`config.mk`:
```
export PLATFORM = sky130hd
export DESIGN_NAME = bst_tap
export DESIGN_NICKNAME = d
export VERILOG_FILES = /design/src/core/bst_pkg.sv /design/src/core/bst_pin_sync.sv /design/src/core/bst_shift_reg.sv /design/src/core/bst_tap.sv
export SDC_FILE = /design/constraint.sdc
export NUM_CORES = 1
export LEC_CHECK = 0
export BUFFER_PORTS_ARGS = -buffer_cell sky130_fd_sc_hd__buf_4
export CORE_AREA = 2 2 75 95
export CTS_BUF_LIST = sky130_fd_sc_hd__clkbuf_16
export DETAILED_ROUTE_END_ITERATION = 16
export DIE_AREA = 0 0 77 97
export PLACE_DENSITY = 0.84
export SETUP_SLACK_MARGIN = 0.05
export SLEW_MARGIN = 5
export SYNTH_ARGS = -nofsm -noshare
export SYNTH_HDL_FRONTEND = slang
export SYNTH_HIERARCHICAL = 1
export SYNTH_SLANG_ARGS = --single-unit
```
`constraint.sdc`:
```
create_clock -name clk -period 6.85 [get_ports clk]
set_clock_uncertainty 0.1 [all_clocks]
set_input_delay 0.3425 -clock clk [delete_from_list [all_inputs] [get_ports clk]]
set_output_delay 0.3425 -clock clk [all_outputs]
set_load 0.02 [all_outputs]
```
`src/core/bst_pkg.sv`:
```
// Shared constants and types for the boundary-scan test access port.
// Assumes a single system clock that oversamples the test clock pin.
package bst_pkg;

   // Register widths
   localparam int IR_WIDTH  = 8;
   localparam int BCR_WIDTH = 2;
   localparam int BSR_WIDTH = 18;

   // Reset and capture values
   localparam logic [IR_WIDTH-1:0]  IR_RESET       = 8'hFF;
   localparam logic [IR_WIDTH-1:0]  IR_CAPTURE     = 8'h81;
   localparam logic [BCR_WIDTH-1:0] BCR_RESET      = 2'h2;
   localparam logic                 BYPASS_CAPTURE = 1'h0;

   // Timing counts, in test clock rising edges
   localparam int TMS_RESET_EDGES = 5;

   // Opcode field, bit 7 is never decoded
   localparam int OPC_MSB = 6;
   localparam logic [OPC_MSB:0] OPC_EXTEST  = 7'h00;
   localparam logic [OPC_MSB:0] OPC_SAMPLE  = 7'h02;
   localparam logic [OPC_MSB:0] OPC_INTEST  = 7'h03;
   localparam logic [OPC_MSB:0] OPC_HIGHZ   = 7'h06;
   localparam logic [OPC_MSB:0] OPC_CLAMP   = 7'h07;
   localparam logic [OPC_MSB:0] OPC_RUNT    = 7'h09;
   localparam logic [OPC_MSB:0] OPC_READBN  = 7'h0A;
   localparam logic [OPC_MSB:0] OPC_READBT  = 7'h0B;
   localparam logic [OPC_MSB:0] OPC_CELLTST = 7'h0C;
   localparam logic [OPC_MSB:0] OPC_TOGGLE  = 7'h0D;
   localparam logic [OPC_MSB:0] OPC_SCANCN  = 7'h0E;
   localparam logic [OPC_MSB:0] OPC_SCANCT  = 7'h0F;

   // Controller states
   typedef enum logic [3:0] {
      TEST_LOGIC_RESET, RUN_IDLE,
      SELECT_DR, CAPTURE_DR, SHIFT_DR, EXIT1_DR, PAUSE_DR, EXIT2_DR, UPDATE_DR,
      SELECT_IR, CAPTURE_IR, SHIFT_IR, EXIT1_IR, PAUSE_IR, EXIT2_IR, UPDATE_IR
   } bst_state_t;

   // Data register in the scan path
   typedef enum logic [1:0] {SEL_BYPASS, SEL_BOUNDARY, SEL_CONTROL} bst_sel_t;

endpackage : bst_pkg

```
`src/core/bst_pin_sync.sv`:
```
// Three-stage synchroniser with agreement filter for asynchronous pins.
// Assumes pins change far slower than clk; edges are one-cycle pulses.
`timescale 1ns/1ns
module bst_pin_sync #(
   parameter int W = 1
) (
   // System
   input  wire logic         clk,
   input  wire logic         rst,
   // Pins
   input  wire logic [W-1:0] pinAsync,
   // Filtered view
   output logic      [W-1:0] level,
   output logic      [W-1:0] rise,
   output logic      [W-1:0] fall
);

   logic [W-1:0] stage1;
   logic [W-1:0] stage2;
   logic [W-1:0] stage3;
   logic [W-1:0] agree;

   // Pin capture chain; stage1 feeds only stage2
   always_ff @(posedge clk or posedge rst) begin
      if (rst) begin
         stage1 <= '0;
         stage2 <= '0;
         stage3 <= '0;
      end else begin
         stage1 <= pinAsync;
         stage2 <= stage1;
         stage3 <= stage2;
      end
   end

   // A change counts once the two later stages agree
   assign agree = ~(stage2 ^ stage3);
   assign rise  = agree & stage3 & ~level;
   assign fall  = agree & ~stage3 & level;

   always_ff @(posedge clk or posedge rst) begin
      if (rst) begin
         level <= '0;
      end else begin
         level <= (agree & stage3) | (~agree & level);
      end
   end

endmodule : bst_pin_sync

```
`src/core/bst_shift_reg.sv`:
```
// Test register: serial shift stage with a shadow latch on every bit.
// Assumes capture, shift and update are one-cycle pulses already aligned to test clock edges.
`timescale 1ns/1ns
module bst_shift_reg #(
   parameter int             W         = 8,
   parameter logic [W-1:0]   RESET_VAL = '0
) (
   // System
   input  wire logic         clk,
   input  wire logic         rst,
   // Strobes
   input  wire logic         clear,
   input  wire logic         capture,
   input  wire logic         shift,
   input  wire logic         update,
   // Data
   input  wire logic         serialIn,
   input  wire logic [W-1:0] captureData,
   output logic      [W-1:0] shiftQ,
   output logic      [W-1:0] shadowQ
);

   // Shift stage, new bits enter at the top and leave at bit 0
   always_ff @(posedge clk or posedge rst) begin
      if (rst) begin
         shiftQ <= RESET_VAL;
      end else if (clear) begin
         shiftQ <= RESET_VAL;
      end else if (capture) begin
         shiftQ <= captureData;
      end else if (shift) begin
         shiftQ <= {serialIn, shiftQ[W-1:1]};
      end
   end

   // Shadow stage, moves only on update or clear so scans never glitch outputs
   always_ff @(posedge clk or posedge rst) begin
      if (rst) begin
         shadowQ <= RESET_VAL;
      end else if (clear) begin
         shadowQ <= RESET_VAL;
      end else if (update) begin
         shadowQ <= shiftQ;
      end
   end

endmodule : bst_shift_reg

```
`src/core/bst_tap.sv`:
```
// Boundary-scan test access port controller with its test registers.
// Assumes test pins are asynchronous to clk and the test clock is much slower.
`timescale 1ns/1ns

module bst_tap
   import bst_pkg::*;
(
   // System
   input  wire logic                 clk,
   input  wire logic                 rst,
   // Test pins
   input  wire logic                 tck,
   input  wire logic                 tms,
   input  wire logic                 tdi,
   output logic                      tdo,
   output logic                      tdoOe,
   // Boundary cells
   input  wire logic [BSR_WIDTH-1:0] bsrCaptureData,
   output logic      [BSR_WIDTH-1:0] bsrUpdate,
   // Status towards the device core
   output logic      [IR_WIDTH-1:0]  instruction,
   output logic      [BCR_WIDTH-1:0] testOpSelect,
   output logic                      testMode,
   output logic                      runTestActive,
   output logic                      logicInReset
);

   ////////////////////////////////////////////////////////////////////////////
   // Decode helpers

   // Data register chosen by an opcode; bit 7 never looked at
   function automatic bst_sel_t decodeSel(input logic [IR_WIDTH-1:0] op);
      unique case (op[OPC_MSB:0])
         OPC_EXTEST, OPC_SAMPLE, OPC_INTEST, OPC_READBN,
         OPC_READBT, OPC_CELLTST:  decodeSel = SEL_BOUNDARY;
         OPC_SCANCN, OPC_SCANCT:   decodeSel = SEL_CONTROL;
         default:                  decodeSel = SEL_BYPASS;
      endcase
   endfunction : decodeSel

   // Test mode versus normal mode for an opcode
   function automatic logic decodeTest(input logic [IR_WIDTH-1:0] op);
      unique case (op[OPC_MSB:0])
         OPC_EXTEST, OPC_INTEST, OPC_HIGHZ, OPC_CLAMP, OPC_RUNT,
         OPC_READBT, OPC_TOGGLE, OPC_SCANCT: decodeTest = 1'b1;
         default:                            decodeTest = 1'b0;
      endcase
   endfunction : decodeTest

   ////////////////////////////////////////////////////////////////////////////
   // Pin synchronisation

   logic [2:0] pinLevel;
   logic [2:0] pinRise;
   logic [2:0] pinFall;
   logic       tckRise;
   logic       tckFall;
   logic       tmsLvl;
   logic       tdiLvl;

   bst_pin_sync #(.W(3)) u_sync (
      .clk      (clk),
      .rst      (rst),
      .pinAsync ({tdi, tms, tck}),
      .level    (pinLevel),
      .rise     (pinRise),
      .fall     (pinFall)
   );

   assign tckRise = pinRise[0];
   assign tckFall = pinFall[0];
   assign tmsLvl  = pinLevel[1];
   assign tdiLvl  = pinLevel[2];

   ////////////////////////////////////////////////////////////////////////////
   // Controller state machine

   bst_state_t state;
   bst_state_t next_state;

   // Transition table; six states loop on themselves
   always_comb begin
      unique case (state)
         TEST_LOGIC_RESET: next_state = tmsLvl ? TEST_LOGIC_RESET : RUN_IDLE;
         RUN_IDLE:   next_state = tmsLvl ? SELECT_DR  : RUN_IDLE;
         SELECT_DR:  next_state = tmsLvl ? SELECT_IR  : CAPTURE_DR;
         CAPTURE_DR: next_state = tmsLvl ? EXIT1_DR   : SHIFT_DR;
         SHIFT_DR:   next_state = tmsLvl ? EXIT1_DR   : SHIFT_DR;
         EXIT1_DR:   next_state = tmsLvl ? UPDATE_DR  : PAUSE_DR;
         PAUSE_DR:   next_state = tmsLvl ? EXIT2_DR   : PAUSE_DR;
         EXIT2_DR:   next_state = tmsLvl ? UPDATE_DR  : SHIFT_DR;
         UPDATE_DR:  next_state = tmsLvl ? SELECT_DR  : RUN_IDLE;
         SELECT_IR:  next_state = tmsLvl ? TEST_LOGIC_RESET : CAPTURE_IR;
         CAPTURE_IR: next_state = tmsLvl ? EXIT1_IR   : SHIFT_IR;
         SHIFT_IR:   next_state = tmsLvl ? EXIT1_IR   : SHIFT_IR;
         EXIT1_IR:   next_state = tmsLvl ? UPDATE_IR  : PAUSE_IR;
         PAUSE_IR:   next_state = tmsLvl ? EXIT2_IR   : PAUSE_IR;
         EXIT2_IR:   next_state = tmsLvl ? UPDATE_IR  : SHIFT_IR;
         UPDATE_IR:  next_state = tmsLvl ? SELECT_DR  : RUN_IDLE;
      endcase
   end

   // Power-up lands in the reset state; moves only on a rising edge
   always_ff @(posedge clk or posedge rst) begin
      if (rst) begin
         state <= TEST_LOGIC_RESET;
      end else if (tckRise) begin
         state <= next_state;
      end
   end

   ////////////////////////////////////////////////////////////////////////////
   // Test registers

   logic                 inReset;
   bst_sel_t             sel;
   logic [IR_WIDTH-1:0]  irShift;
   logic [BCR_WIDTH-1:0] bcrShift;
   logic [BSR_WIDTH-1:0] bsrShift;
   logic                 bypassBit;
   logic                 capDr;
   logic                 shDr;
   logic                 updDr;

   assign inReset = (state == TEST_LOGIC_RESET);
   assign sel     = decodeSel(instruction);
   // Capture and shift act on the rising edge that leaves the state
   assign capDr   = tckRise && state == CAPTURE_DR;
   assign shDr    = tckRise && state == SHIFT_DR;
   assign updDr   = tckFall && state == UPDATE_DR;

   // Instruction register; reset state reloads all ones every cycle
   bst_shift_reg #(.W(IR_WIDTH), .RESET_VAL(IR_RESET)) u_ir (
      .clk         (clk),
      .rst         (rst),
      .clear       (inReset),
      .capture     (tckRise && state == CAPTURE_IR),
      .shift       (tckRise && state == SHIFT_IR),
      .update      (tckFall && state == UPDATE_IR),
      .serialIn    (tdiLvl),
      .captureData (IR_CAPTURE),
      .shiftQ      (irShift),
      .shadowQ     (instruction)
   );

   // Test-operation select register; its capture leaves contents alone
   bst_shift_reg #(.W(BCR_WIDTH), .RESET_VAL(BCR_RESET)) u_bcr (
      .clk         (clk),
      .rst         (rst),
      .clear       (inReset),
      .capture     (1'b0),
      .shift       (shDr && sel == SEL_CONTROL),
      .update      (updDr && sel == SEL_CONTROL),
      .serialIn    (tdiLvl),
      .captureData (BCR_RESET),
      .shiftQ      (bcrShift),
      .shadowQ     (testOpSelect)
   );

   // Boundary register; untouched by the reset state
   bst_shift_reg #(.W(BSR_WIDTH), .RESET_VAL('0)) u_bsr (
      .clk         (clk),
      .rst         (rst),
      .clear       (1'b0),
      .capture     (capDr && sel == SEL_BOUNDARY),
      .shift       (shDr && sel == SEL_BOUNDARY),
      .update      (updDr && sel == SEL_BOUNDARY),
      .serialIn    (tdiLvl),
      .captureData (bsrCaptureData),
      .shiftQ      (bsrShift),
      .shadowQ     (bsrUpdate)
   );

   // Bypass bit: shift stage only, no shadow
   always_ff @(posedge clk or posedge rst) begin
      if (rst) begin
         bypassBit <= BYPASS_CAPTURE;
      end else if (capDr && sel == SEL_BYPASS) begin
         bypassBit <= BYPASS_CAPTURE;
      end else if (shDr && sel == SEL_BYPASS) begin
         bypassBit <= tdiLvl;
      end
   end

   ////////////////////////////////////////////////////////////////////////////
   // Serial output, changes only on falling edges

   logic scanOut;

   // Bit 0 of whatever sits in the scan path
   always_comb begin
      if (state == SHIFT_IR) begin
         scanOut = irShift[0];
      end else begin
         unique case (sel)
            SEL_BOUNDARY: scanOut = bsrShift[0];
            SEL_CONTROL:  scanOut = bcrShift[0];
            default:      scanOut = bypassBit;
         endcase
      end
   end

   // Enable follows the shift states; Exit1 releases it a half cycle later
   always_ff @(posedge clk or posedge rst) begin
      if (rst) begin
         tdoOe <= 1'b0;
         tdo   <= 1'b0;
      end else if (tckFall) begin
         tdoOe <= (state == SHIFT_DR) || (state == SHIFT_IR);
         tdo   <= scanOut;
      end
   end

   ////////////////////////////////////////////////////////////////////////////
   // Mode and status outputs

   // Mode flips only after the new instruction reaches the shadow stage
   always_ff @(posedge clk or posedge rst) begin
      if (rst) begin
         testMode      <= 1'b0;
         runTestActive <= 1'b0;
         logicInReset  <= 1'b1;
      end else begin
         testMode      <= decodeTest(instruction) && !inReset;
         runTestActive <= state == RUN_IDLE
                          && instruction[OPC_MSB:0] == OPC_RUNT;
         logicInReset  <= inReset;
      end
   end

   ////////////////////////////////////////////////////////////////////////////
   // Checks

   // Consecutive rising edges seen with mode select high
   logic [2:0] tmsHighCnt;

   always_ff @(posedge clk or posedge rst) begin
      if (rst) begin
         tmsHighCnt <= '0;
      end else if (tckRise) begin
         if (!tmsLvl) begin
            tmsHighCnt <= '0;
         end else if (tmsHighCnt < 3'(TMS_RESET_EDGES)) begin
            tmsHighCnt <= tmsHighCnt + 3'h1;
         end
      end
   end
endmodule : bst_tap

```
Word level (Yosys, flattened, before mapping)
Memory sizes are Yosys's and may differ from the RTL's.
Index checks and enable logic that the tools add are counted.
Operators by class
  $add $sub $neg: 0
  multipliers: 0
  divide/modulo/power cells: 0
  order comparisons: 0
  equality and inequality tests: 18
  shift-type cells: 0
  mux-type cells: 30
  bitwise operators: 11
  reductions and logical operators: 29
Operator list (number)
  $pmux 4 s12: 1
  $mux 8: 5
  $mux 18: 2
  $eq 4x4->1 const B: 8
  $eq 4x3->1 const B: 4
  $mux 2: 8
  $mux 4: 4
  $logic_and 1x1->1: 15
  $reduce_bool 2->1: 5
  $eq 4x2->1 const B: 2
  $eq 7x4->1 const B: 1
  $mux 1: 7
  $and 3x3->3: 2
  $mux 3: 2
  $not 3->3: 2
  $eq 4x1->1 const B: 1
  $logic_not 4->1: 1
  $reduce_or 2->1: 2
  $and 1x1->1: 3
  $logic_not 3->1: 1
  $or 3x3->3: 1
  $reduce_bool 3->1: 1
  $reduce_or 3->1: 1
  $xor 3x3->3: 1
  other kinds (7): 8
Word-level totals
  bits in registers: 78
  latch bits: 0
  memory bits (writable): 0
  memory bits (read-only): 48
  logic and storage cells: 107
  memories: 2
Memory list
  (no name shown): depth 16, bits a word 2, read ports 1, clocked after Yosys merged registers in 0, write ports 0, RTL line bst_tap.sv:33  | unique case (op[OPC_MSB:0])
  (no name shown): depth 16, bits a word 1, read ports 1, clocked after Yosys merged registers in 0, write ports 0, RTL line bst_tap.sv:43  | unique case (op[OPC_MSB:0])

Longest topological paths before layout
Gate-level depths: netlist (run 1).
  depth in word-level cells: 8
  gate-level depth with buffers: 12
  depth with buffers taken out: 10

Modules after synthesis
The synthesis (run 1) kept the hierarchy.
By module, submodules not included
  bst_shift_reg (u_bsr): instances 1, cells each 139, area each 1665.3 sq um, sequential area each 900.9 sq um
  bst_tap: instances 1, cells each 106, area each 905.9 sq um, sequential area each 251.5 sq um
  bst_shift_reg (u_ir): instances 1, cells each 56, area each 744.5 sq um, sequential area each 420.4 sq um
  bst_pin_sync: instances 1, cells each 34, area each 484.2 sq um, sequential area each 300.3 sq um
  bst_shift_reg (u_bcr): instances 1, cells each 17, area each 193.9 sq um, sequential area each 102.6 sq um

Worst setup path after synthesis (run 1)
OpenSTA, ideal clock, no wires.
  kind: register to register
  from: register u_ir.shadowQ[1]
  to: register u_bsr.shiftQ[16]
  library setup time: 94 ps
  arrival: 2330 ps
  data required time: 6656 ps
  slack: 4326 ps
  stages on the path, launching flop included: 13
  period minus slack after synthesis: 2524 ps
  cell sequence: dfstp_2 inv_1 ha_1 mux2_2 nand2_1 o31ai_1 and2_1 ha_1 and2_2 buf_6 buf_12 mux2i_1 a211oi_1
On the way
  word-level cells in the longest chain between the ends: 5
  elaborated cells between the ends (all ways): 7
  classes of those cells: eq/ne (1); mux (2); reduce/logical (3); memory (1)
RTL lines
  start, declared: RTL line bst_shift_reg.sv:20  | output logic [W-1:0] shadowQ
  start signal, assigned: RTL line bst_shift_reg.sv:43  | shadowQ <= shiftQ;
  $mem_v2 16x2 *
  $mux 2 *: RTL line bst_tap.sv:33
  $eq 2x1->1 *: RTL line bst_tap.sv:165, bst_tap.sv:166
  $logic_and 1x1->1 (on tied branches): RTL line bst_tap.sv:165, bst_tap.sv:166
  $mux 18 or $reduce_bool 2->1 (tied branches)
  end signal, assigned: RTL line bst_shift_reg.sv:30  | shiftQ <= captureData;
  end signal, assigned: RTL line bst_shift_reg.sv:32  | shiftQ <= {serialIn, shiftQ[W-1:1]};
  end, declared: RTL line bst_shift_reg.sv:19  | output logic [W-1:0] shiftQ,
Every way passes the cells marked *; elsewhere a longest branch is shown, timed or not.
A chain may end at the register's enable or synchronous reset.

Worst setup path after layout (run 1)
  from: register u_sync.stage2[0]
  to: register u_bsr.shiftQ[4]
On the way
  word-level cells in the longest chain between the ends: 7
  elaborated cells between the ends (all ways): 10
  classes of those cells: mux (1); bitwise (4); reduce/logical (5)
RTL lines
  start, declared: RTL line bst_pin_sync.sv:19  | logic [W-1:0] stage2;
  start signal, assigned: RTL line bst_pin_sync.sv:31  | stage2 <= stage1;
  $xor 3x3->3 *: RTL line bst_pin_sync.sv:37  | assign agree = ~(stage2 ^ stage3);
  $not 3->3 *: RTL line bst_pin_sync.sv:37
  $and 3x3->3 *: RTL line bst_pin_sync.sv:38  | assign rise = agree & stage3 & ~level;
  $and 1x1->1 *: RTL line bst_pin_sync.sv:38
  net pinRise[0]: RTL line bst_tap.sv:54  | logic [2:0] pinRise;
  $logic_and 1x1->1 (on tied branches): RTL line bst_tap.sv:128, bst_tap.sv:129
  $logic_and 1x1->1 (on tied branches): RTL line bst_tap.sv:165, bst_tap.sv:166
  $mux 18 or $reduce_bool 2->1 (tied branches)
Mark *: on every way through the listed nets, which the timed path passes. The rest lies on a longest branch.

==> run metrics, run 1 <==
outcome finished, final reports clean; Finished Layout Cells 497; peak supply drop 0.205 mV; Hold Violations, Final 0; layout cell share with drive strength beyond 1 29.0%; filler instances 482; Initial Util 60.5%; RSZ-0062 raised after global routing no; Final setup viols 0; Reg area 1980 sq um; # DRC 0; vias in the first global route 2897; Req. time, crit path 6.96 ns; CTS tree done; syn_area_per_cell 11.4 sq um; core footprint 6520 sq um; first-pass GRT wire length 13.9 mm; capturing point of the worst reg2reg path u_bsr/shiftQ[4]; yosys warns 6; DP Area 4360 sq um; boundary pin count 56; Remaining Overflow, GRT 0; vias post-DR 2825; clock transition at the registers of the reported paths 0.06 ns; Total Nets Final 437; Multi-input gate area 1780 sq um; min Tclk post-route 3.06 ns; aggregate routed wire length 8.23 mm; nature of the critical path endpoint flip-flop; post-CTS setup buffers 0; final period utilization 44.6%; die height 97 um; # H-tree levels 3; Mapped Cells 346; CP Data Arrival Time 3.17 ns; pwr dens 296 nW/um^2; Worst Tran Pin Value 1.00 ns; DRT antenna net count 0; Die W 77 um; Max-cap violations 0; largest net degree at the start of global routing 37; clock sink total 78; number of diodes 0; post-DR vias/cell 5.68; kind of critical path flip-flop to flip-flop; R2R Setup Slk 3.79 ns; Initial DRC Count 134; Resize count post-CTS 0; gpl congestion 0.816; Reg2Reg Depth 7; IO Port Bufs 55; TritonRoute pass-1 iters 7; Num CTS Buffers 9; reg-to-reg startpoint u_sync/stage2[0]; CP max FO 19; cell count after placement 480; Synth-to-Final Area Change 19.4%; DR WL/cell 16.6 um; Die Footprint 7470 sq um; initial antenna violation count 0; Mapped Area 3940 sq um; Worst Hold Class input port to flip-flop; total track usage 23.4%; PnR Total Power 1.40 mW; CP startpoint kind flip-flop; Crit. Startpoint u_sync/stage2[0]; Max Slew Vio Count 0; Cell Rows 33; Pleak 2.05 nW; DP HPWL 5.40 mm; fin area 4710 sq um; Final TNS setup 0 ns; Root Buffer clkbuf_16; Max-Slew Margin vs Limit 32.8%; crit path to u_bsr/shiftQ[4]; Clock Latency Late Sink 0.33 ns; clock buffer depth 2; FMAX 0.327 GHz
-- sequential cells by signal, indices dropped and copies added (netlist names), named ones only --
signal         count
u_bcr/shadowQ      2
tdoOe              1
runTestActive      1
u_ir/shadowQ       8
bypassBit          1
u_ir/shiftQ        8
state              4
u_sync/stage3      3
logicInReset       1
u_bsr/shiftQ      18
u_sync/stage1      3
testMode           1
u_bcr/shiftQ       2
u_bsr/shadowQ     18
tdo                1
u_sync/stage2      3
-- placed cells by master (no fill, tap or decap), drive strengths merged, types with 5 or more instances in the layout --
master    n
dfstp    19
a211oi   19
inv      21
buf      56
a211o    10
dfrtp    59
nor2     31
ha        9
o21ai     7
mux2i    48
nand2    10
and2      5
conb     15
nor2b    32
mux2      5
a21oi     5
a2bb2oi   7
clkbuf    9
-- metrics by stage --
step | hold WS [ns] | utilization [%] | setup WS [ns]
5_1_grt | 0.0125 | 72.2 | 3.57
2_1_floorplan | 0.00713 | - | 4.33
4_1_cts | 0.0146 | 72.2 | 3.86
3_5_place_dp | 0.178 | 66.8 | 3.98
6_report | 0.0242 | 72.2 | 3.79
3_3_place_gp | 0.168 | 66.8 | 4.11
-- worst max-delay path, stage by stage (launching register included) --
cell and delay (ns):
dfrtp_1 0.38, ha_1 0.15, nor2b_1 0.68, nand3_1 0.25
nor3_2 0.24, and2_1 0.50, inv_2 0.29, a211oi_1 0.36
-- worst min path at each step --
stage                     cells past startpoint  start          endpoint  slack, ns
final                                         1    tdi  u_sync/stage1[2]       0.02
after global routing                          1    tms  u_sync/stage1[1]       0.01
after CTS                                     1    tms  u_sync/stage1[1]       0.01
after detailed placement                      2    rst  u_bcr/shadowQ[0]       0.18
after global placement                        2    rst   u_bcr/shiftQ[0]       0.17
after floorplan                               1    rst  u_bcr/shadowQ[0]      0.007
-- power by group --
part / leakage (nW) / switching [mW] / internal, mW / total [mW]
Combinational: 0.903 / 0.139 / 0.114 / 0.253
Clock: 0.167 / 0.178 / 0.354 / 0.531
Sequential: 0.981 / 0.0922 / 0.518 / 0.610
Total: 2.05 / 0.409 / 0.986 / 1.40
-- layout make-up --
class	count	area share, %
clock inverters	7	2.39
repair buffers	57	9.14
inverters	21	1.67
well taps	87	2.31
flip-flops and latches	78	42.0
clock buffers	9	4.78
multi-input cells	238	37.7
-- repair_timing --
action	in CTS	in global routing
endpoints found under the setup margin	0	0
hold buffers	1	0
endpoints found under the hold margin	23	0
-- metal layers --
layer | track usage (%) | vias up | wire, um
li1 | - | 1326 | -
met1 | 28.0 | 1382 | 3300
met2 | 41.0 | 96 | 4310
met3 | 3.64 | 21 | 395
met4 | 11.1 | 0 | 225
met5 | 0 | - | 0
Note: power is estimated with default switching activity, not from simulation.
==> inputs of run 2 (changes only) <==
--- a/config.mk
+++ b/config.mk
@@ -6,11 +6,11 @@
 export NUM_CORES = 1
 export LEC_CHECK = 0
 export BUFFER_PORTS_ARGS = -buffer_cell sky130_fd_sc_hd__buf_4
-export CORE_AREA = 2 2 75 95
+export CORE_AREA = 2 2 82 103
 export CTS_BUF_LIST = sky130_fd_sc_hd__clkbuf_16
 export DETAILED_ROUTE_END_ITERATION = 16
-export DIE_AREA = 0 0 77 97
-export PLACE_DENSITY = 0.84
+export DIE_AREA = 0 0 84 105
+export PLACE_DENSITY = 0.75
 export SETUP_SLACK_MARGIN = 0.05
 export SLEW_MARGIN = 5
 export SYNTH_ARGS = -nofsm -noshare
==> constraint.sdc (replaced) <==
create_clock -name clk -period 2.54 [get_ports clk]
set_clock_uncertainty 0.1 [all_clocks]
set_input_delay 0.127 -clock clk [delete_from_list [all_inputs] [get_ports clk]]
set_output_delay 0.127 -clock clk [all_outputs]
set_load 0.02 [all_outputs]
==> run 2 against run 1 <==
  * Die area increased by 18%
  * Non-clock buffer count grew 32
  * Sequential share of layout area is 2.6 points lower
  * Global-route usage decreased by 3.7 points
==> run metrics, run 2 (synthesized netlist as in run 1, its figures left out) <==
initial antenna violation count 0; Pleak 2.20 nW; filler instances 595; Final setup viols 0; Num CTS Buffers 9; hold path start bsrCaptureData[7]; number of diodes 0; post-DR vias/cell 5.35; gpl congestion 0.819; Synth-to-Final Area Change 27.3%; core footprint 7790 sq um; DRT antenna net count 0; peak supply drop 0.633 mV; Total Nets Final 469; clock buffer depth 2; PnR Total Power 3.75 mW; Cell Rows 36; cell count after placement 500; most common cell after layout, fill and taps aside buf_4; # DRC 0; Max-cap violations 0; CTS tree done; fin util 64.5%; FMAX 0.412 GHz; boundary pin count 56; dpl ws -0.0240 ns; RSZ-0062 raised after global routing yes; Remaining Overflow, GRT 0; Worst Hold Slack 0.00214 ns; total track usage 19.7%; Worst Hold Class input port to flip-flop; TritonRoute pass-1 iters 4; Worst Hold Endpoint u_bsr/shiftQ[7]; die height 105 um; Worst Tran Pin Value 0.592 ns; IO Port Bufs 55; Die W 84 um; outcome finished, final reports clean; Largest regs u_bsr/shadowQ x18, u_bsr/shiftQ x18; largest net degree at the start of global routing 37; min Tclk post-route 2.43 ns; Root Buffer clkbuf_16; Initial DRC Count 139; clock sink total 78; aggregate routed wire length 8.46 mm; worst hold path depth 3; most frequent cells in the layout buf_4 (78), dfrtp_1 (59), mux2i_1 (48); Clock Latency Late Sink 0.34 ns; fin worst setup slack 0.114 ns; pwr dens 747 nW/um^2; # H-tree levels 3; vias post-DR 2875; capturing point of the worst reg2reg path u_bsr/shiftQ[8]; vias in the first global route 2918; Reg2Reg Depth 11; DR WL/cell 15.7 um; R2R Setup Slk 0.11 ns; layout cell share with drive strength beyond 1 34.4%; Hold Violations, Final 0; Max-Slew Margin vs Limit 60.5%; Max Slew Vio Count 0; first-pass GRT wire length 13.8 mm; nature of the critical path endpoint flip-flop; reg-to-reg startpoint u_ir/shadowQ[0]; Initial Util 50.6%; final period utilization 95.5%; CP Data Arrival Time 2.54 ns; clock transition at the registers of the reported paths 0.06 ns; Finished Layout Cells 537; Die Footprint 8820 sq um; DP HPWL 5.70 mm; CP max FO 11; kind of critical path flip-flop to flip-flop; Req. time, crit path 2.65 ns; CP startpoint kind flip-flop
==> run 2: worst max path at each step <==
stage                    startpoint              end  slack [ns]  cells past startpoint
floorplan           u_ir/shadowQ[0]  u_bsr/shiftQ[0]        0.06                     12
global placement    u_ir/shadowQ[0]  u_bsr/shiftQ[2]        0.04                     11
detailed placement  u_ir/shadowQ[0]  u_bsr/shiftQ[5]       -0.02                     11
CTS                 u_ir/shadowQ[0]  u_bsr/shiftQ[5]        0.06                     11
global route        u_ir/shadowQ[0]  u_bsr/shiftQ[8]       0.006                     11
finish              u_ir/shadowQ[0]  u_bsr/shiftQ[8]        0.11                     11
==> run 2: routing by layer <==
| metal | vias up | GRT usage (%) | share of wire [%] |
|---|---|---|---|
| met5 | - | 0 | 0 |
| met4 | 0 | 9.68 | 3.0 |
| met3 | 21 | 4.03 | 3.5 |
| met2 | 74 | 33.5 | 52 |
| met1 | 1396 | 23.6 | 42 |
| li1 | 1384 | - | - |
==> run 2: critical path, cell delays in order (launching register included) <==
cell and delay, ns:
dfstp_2 0.54, inv_1 0.05, ha_1 0.18, mux2_2 0.26
nand2_1 0.07, o31ai_1 0.07, and2_1 0.17, ha_2 0.19
and2_4 0.19, buf_4 0.16, mux2i_1 0.23, a211oi_2 0.11
==> run 2: timing repair <==
item | 4_1_cts | 5_1_grt
setup endpoints to repair | 18 | 28
hold endpoints to repair | 42 | 0
pin swaps | 0 | 6
gates cloned | 0 | 0
buffers inserted | 0 | 12
resized for setup | 3 | 6
hold buffers | 9 | 0
==> run 2: through the flow <==
step,cell area [sq um],TNS (ns)
after floorplan,4000,0
after global placement,4470,0
after detailed placement,4470,-0.0724
after CTS,4890,0
after global routing,5020,0
final,5020,0
==> run 2: area by class of cell <==
type,count,area (sq um),area share [%]
timing repair buffer,89,716,14.3
sequential,78,1980,39.3
clock inverter,7,96.3,1.92
clock buffer,9,225,4.48
multi-input combinational,238,1810,36.1
inverter,21,78.8,1.57
tap,95,119,2.37
==> run 2: power breakdown <==
part | internal, mW | total [mW] | switching, mW | leakage (nW)
sequential | 1.40 | 1.57 | 0.175 | 0.981
clock | 0.863 | 1.38 | 0.515 | 0.150
combinational | 0.362 | 0.802 | 0.440 | 1.07
==> inputs of run 3 (changes only) <==
--- a/config.mk
+++ b/config.mk
@@ -6,11 +6,10 @@
 export NUM_CORES = 1
 export LEC_CHECK = 0
 export BUFFER_PORTS_ARGS = -buffer_cell sky130_fd_sc_hd__buf_4
-export CORE_AREA = 2 2 82 103
-export CTS_BUF_LIST = sky130_fd_sc_hd__clkbuf_16
+export CORE_AREA = 2 2 83 105
 export DETAILED_ROUTE_END_ITERATION = 16
-export DIE_AREA = 0 0 84 105
-export PLACE_DENSITY = 0.75
+export DIE_AREA = 0 0 85 107
+export PLACE_DENSITY = 0.73
 export SETUP_SLACK_MARGIN = 0.05
 export SLEW_MARGIN = 5
 export SYNTH_ARGS = -nofsm -noshare
==> run 3 against run 2 <==
  * Register-to-register slack gained 0.03 ns
  * Critical path type unchanged
  * Cell area shrank 0.17%
  * Clock power shrank 24%
  * Critical endpoint is now u_bsr/shiftQ[3]
  * Setup slack gained 0.027 ns
==> run metrics, run 3 (synthesized netlist as in run 1, its figures left out) <==
outcome finished, final reports clean; Final setup viols 0; capturing point of the worst reg2reg path u_bsr/shiftQ[3]; R2R Setup Slk 0.14 ns; first-pass GRT wire length 14.0 mm; Synth-to-Final Area Change 27.1%; clock buffer depth 2; fin util 61.9%; DR WL/cell 15.4 um; Root Buffer clkbuf_8; CTS tree done; Worst Hold Class input port to flip-flop; # DRC 0; Max Slew Vio Count 0; worst hold path depth 3; most frequent cells in the layout buf_4 (76), dfrtp_1 (59), mux2i_1 (48); Switching Power 1.11 mW; Num CTS Buffers 9; final period utilization 94.5%; PnR Total Power 3.46 mW; Req. time, crit path 2.71 ns; Cell Rows 37; DRT antenna net count 0; nature of the critical path endpoint flip-flop; Clock Latency Late Sink 0.36 ns; Comb pwr share 25.1%; die height 107 um; most common cell after layout, fill and taps aside buf_4; IO Port Bufs 55; reg-to-reg startpoint u_ir/shadowQ[0]; boundary pin count 56; clock sink total 78; kind of critical path flip-flop to flip-flop; gpl congestion 0.854; Hold Violations, Final 0; Remaining Overflow, GRT 0; largest net degree at the start of global routing 37; slowest stage cell, crit path dfstp_2; Initial DRC Count 182; min Tclk post-route 2.40 ns; clock share of power 30.2%; total track usage 19.4%; number of diodes 0; Max-Slew Margin vs Limit 50.3%; clock transition at the registers of the reported paths 0.08 ns; Largest regs u_bsr/shadowQ x18, u_bsr/shiftQ x18; Total Nets Final 478; CP Data Arrival Time 2.57 ns; TritonRoute pass-1 iters 4; filler instances 654; pwr dens 690 nW/um^2; Internal 2.35 mW; aggregate routed wire length 8.46 mm; Die W 85 um; # H-tree levels 3; Sw Share 32.0%; CP startpoint kind flip-flop; RSZ-0062 raised after global routing yes; Reg2Reg Depth 11; Sequential Power Share 44.7%; crit-path max cell delay 0.54 ns; Worst Tran Pin Value 0.745 ns; post-DR vias/cell 5.33; Worst Hold Endpoint u_bsr/shiftQ[0]; vias post-DR 2922; FMAX 0.417 GHz; hold path start bsrCaptureData[0]; Initial Util 48.7%; layout cell share with drive strength beyond 1 32.8%; Pleak 2.19 nW; initial antenna violation count 0; DP HPWL 5.75 mm; vias in the first global route 2919; CP cell instances inv_1 -> ha_1 -> mux2_2 -> nand2_1 -> o31ai_1 -> and2_1 -> ha_4 -> and2_4 -> buf_4 -> nor2b_1 -> a211oi_2; peak supply drop 0.610 mV; core footprint 8100 sq um; CP max FO 10; Max-cap violations 0; Die Footprint 9100 sq um
-- run 3: how the worst max path moves through the flow --
stage	start	to	slack [ns]	depth (start not counted)
detailed placement	u_ir/shadowQ[0]	u_bsr/shiftQ[4]	-0.1	11
global placement	u_ir/shadowQ[0]	u_bsr/shiftQ[2]	0.0004	11
floorplan	u_ir/shadowQ[0]	u_bsr/shiftQ[0]	0.06	12
global route	u_ir/shadowQ[0]	u_bsr/shiftQ[3]	0.02	11
finish	u_ir/shadowQ[0]	u_bsr/shiftQ[3]	0.14	11
CTS	u_ir/shadowQ[0]	u_bsr/shiftQ[3]	0.1	11
-- run 3: stage by stage --
step,worst slack (ns),setup TNS [ns],area [sq um],std cells,hold slack (ns)
2_1_floorplan,0.0570,0,4000,359,-0.208
3_5_place_dp,-0.0951,-0.558,4490,505,-0.0340
4_1_cts,0.0959,0,4910,540,0.00217
5_1_grt,0.0221,0,5010,548,0.0136
3_3_place_gp,0.000366,0,4490,505,-0.0408
6_report,0.141,0,5010,548,0.0269
-- run 3: worst max-delay path, delay by kind of cell (launching register included) --
family | cells | cell delay [ns]
DFF | 1 | 0.54
and+or+nand+nor | 4 | 0.57
buffers and inverters | 2 | 0.20
AOI/OAI and AO/OA | 2 | 0.27
adders and majority gates | 2 | 0.37
muxes | 1 | 0.26
-- run 3: power groups by stage --
stage	logic, mW	registers (mW)	clock network (mW)
after floorplan	0.610	1.56	0
after global placement	0.813	1.57	0
after detailed placement	0.832	1.57	0
after CTS	0.867	1.54	1.07
after global routing	0.956	1.56	1.13
final	0.868	1.54	1.05
-- run 3: what timing repair did --
action | CTS | global route
pin swaps | 0 | 7
resized for setup | 5 | 3
endpoints found under the setup margin | 36 | 23
hold endpoints to repair | 60 | 1
cloned | 0 | 1
buffers inserted | 1 | 6
hold buffers | 18 | 1
-- run 3: area by class of cell --
class | count | area [sq um] | share of cell area, %
Inverter | 21 | 78.8 | 1.57
Timing Repair Buffer | 97 | 801 | 16.0
Clock buffer | 10 | 128 | 2.55
Sequential cell | 78 | 1980 | 39.4
Clock inverter | 6 | 93.8 | 1.87
Multi-Input combinational cell | 239 | 1820 | 36.2
Tap cell | 97 | 121 | 2.42
-- run 3: metal layers --
metal | GRT usage, % | routed length (um) | up-vias
li1 | - | - | 1406
met1 | 23.5 | 3590 | 1434
met2 | 32.9 | 4350 | 68
met3 | 4.08 | 295 | 14
met4 | 8.96 | 223 | 0
met5 | 0 | 0 | -
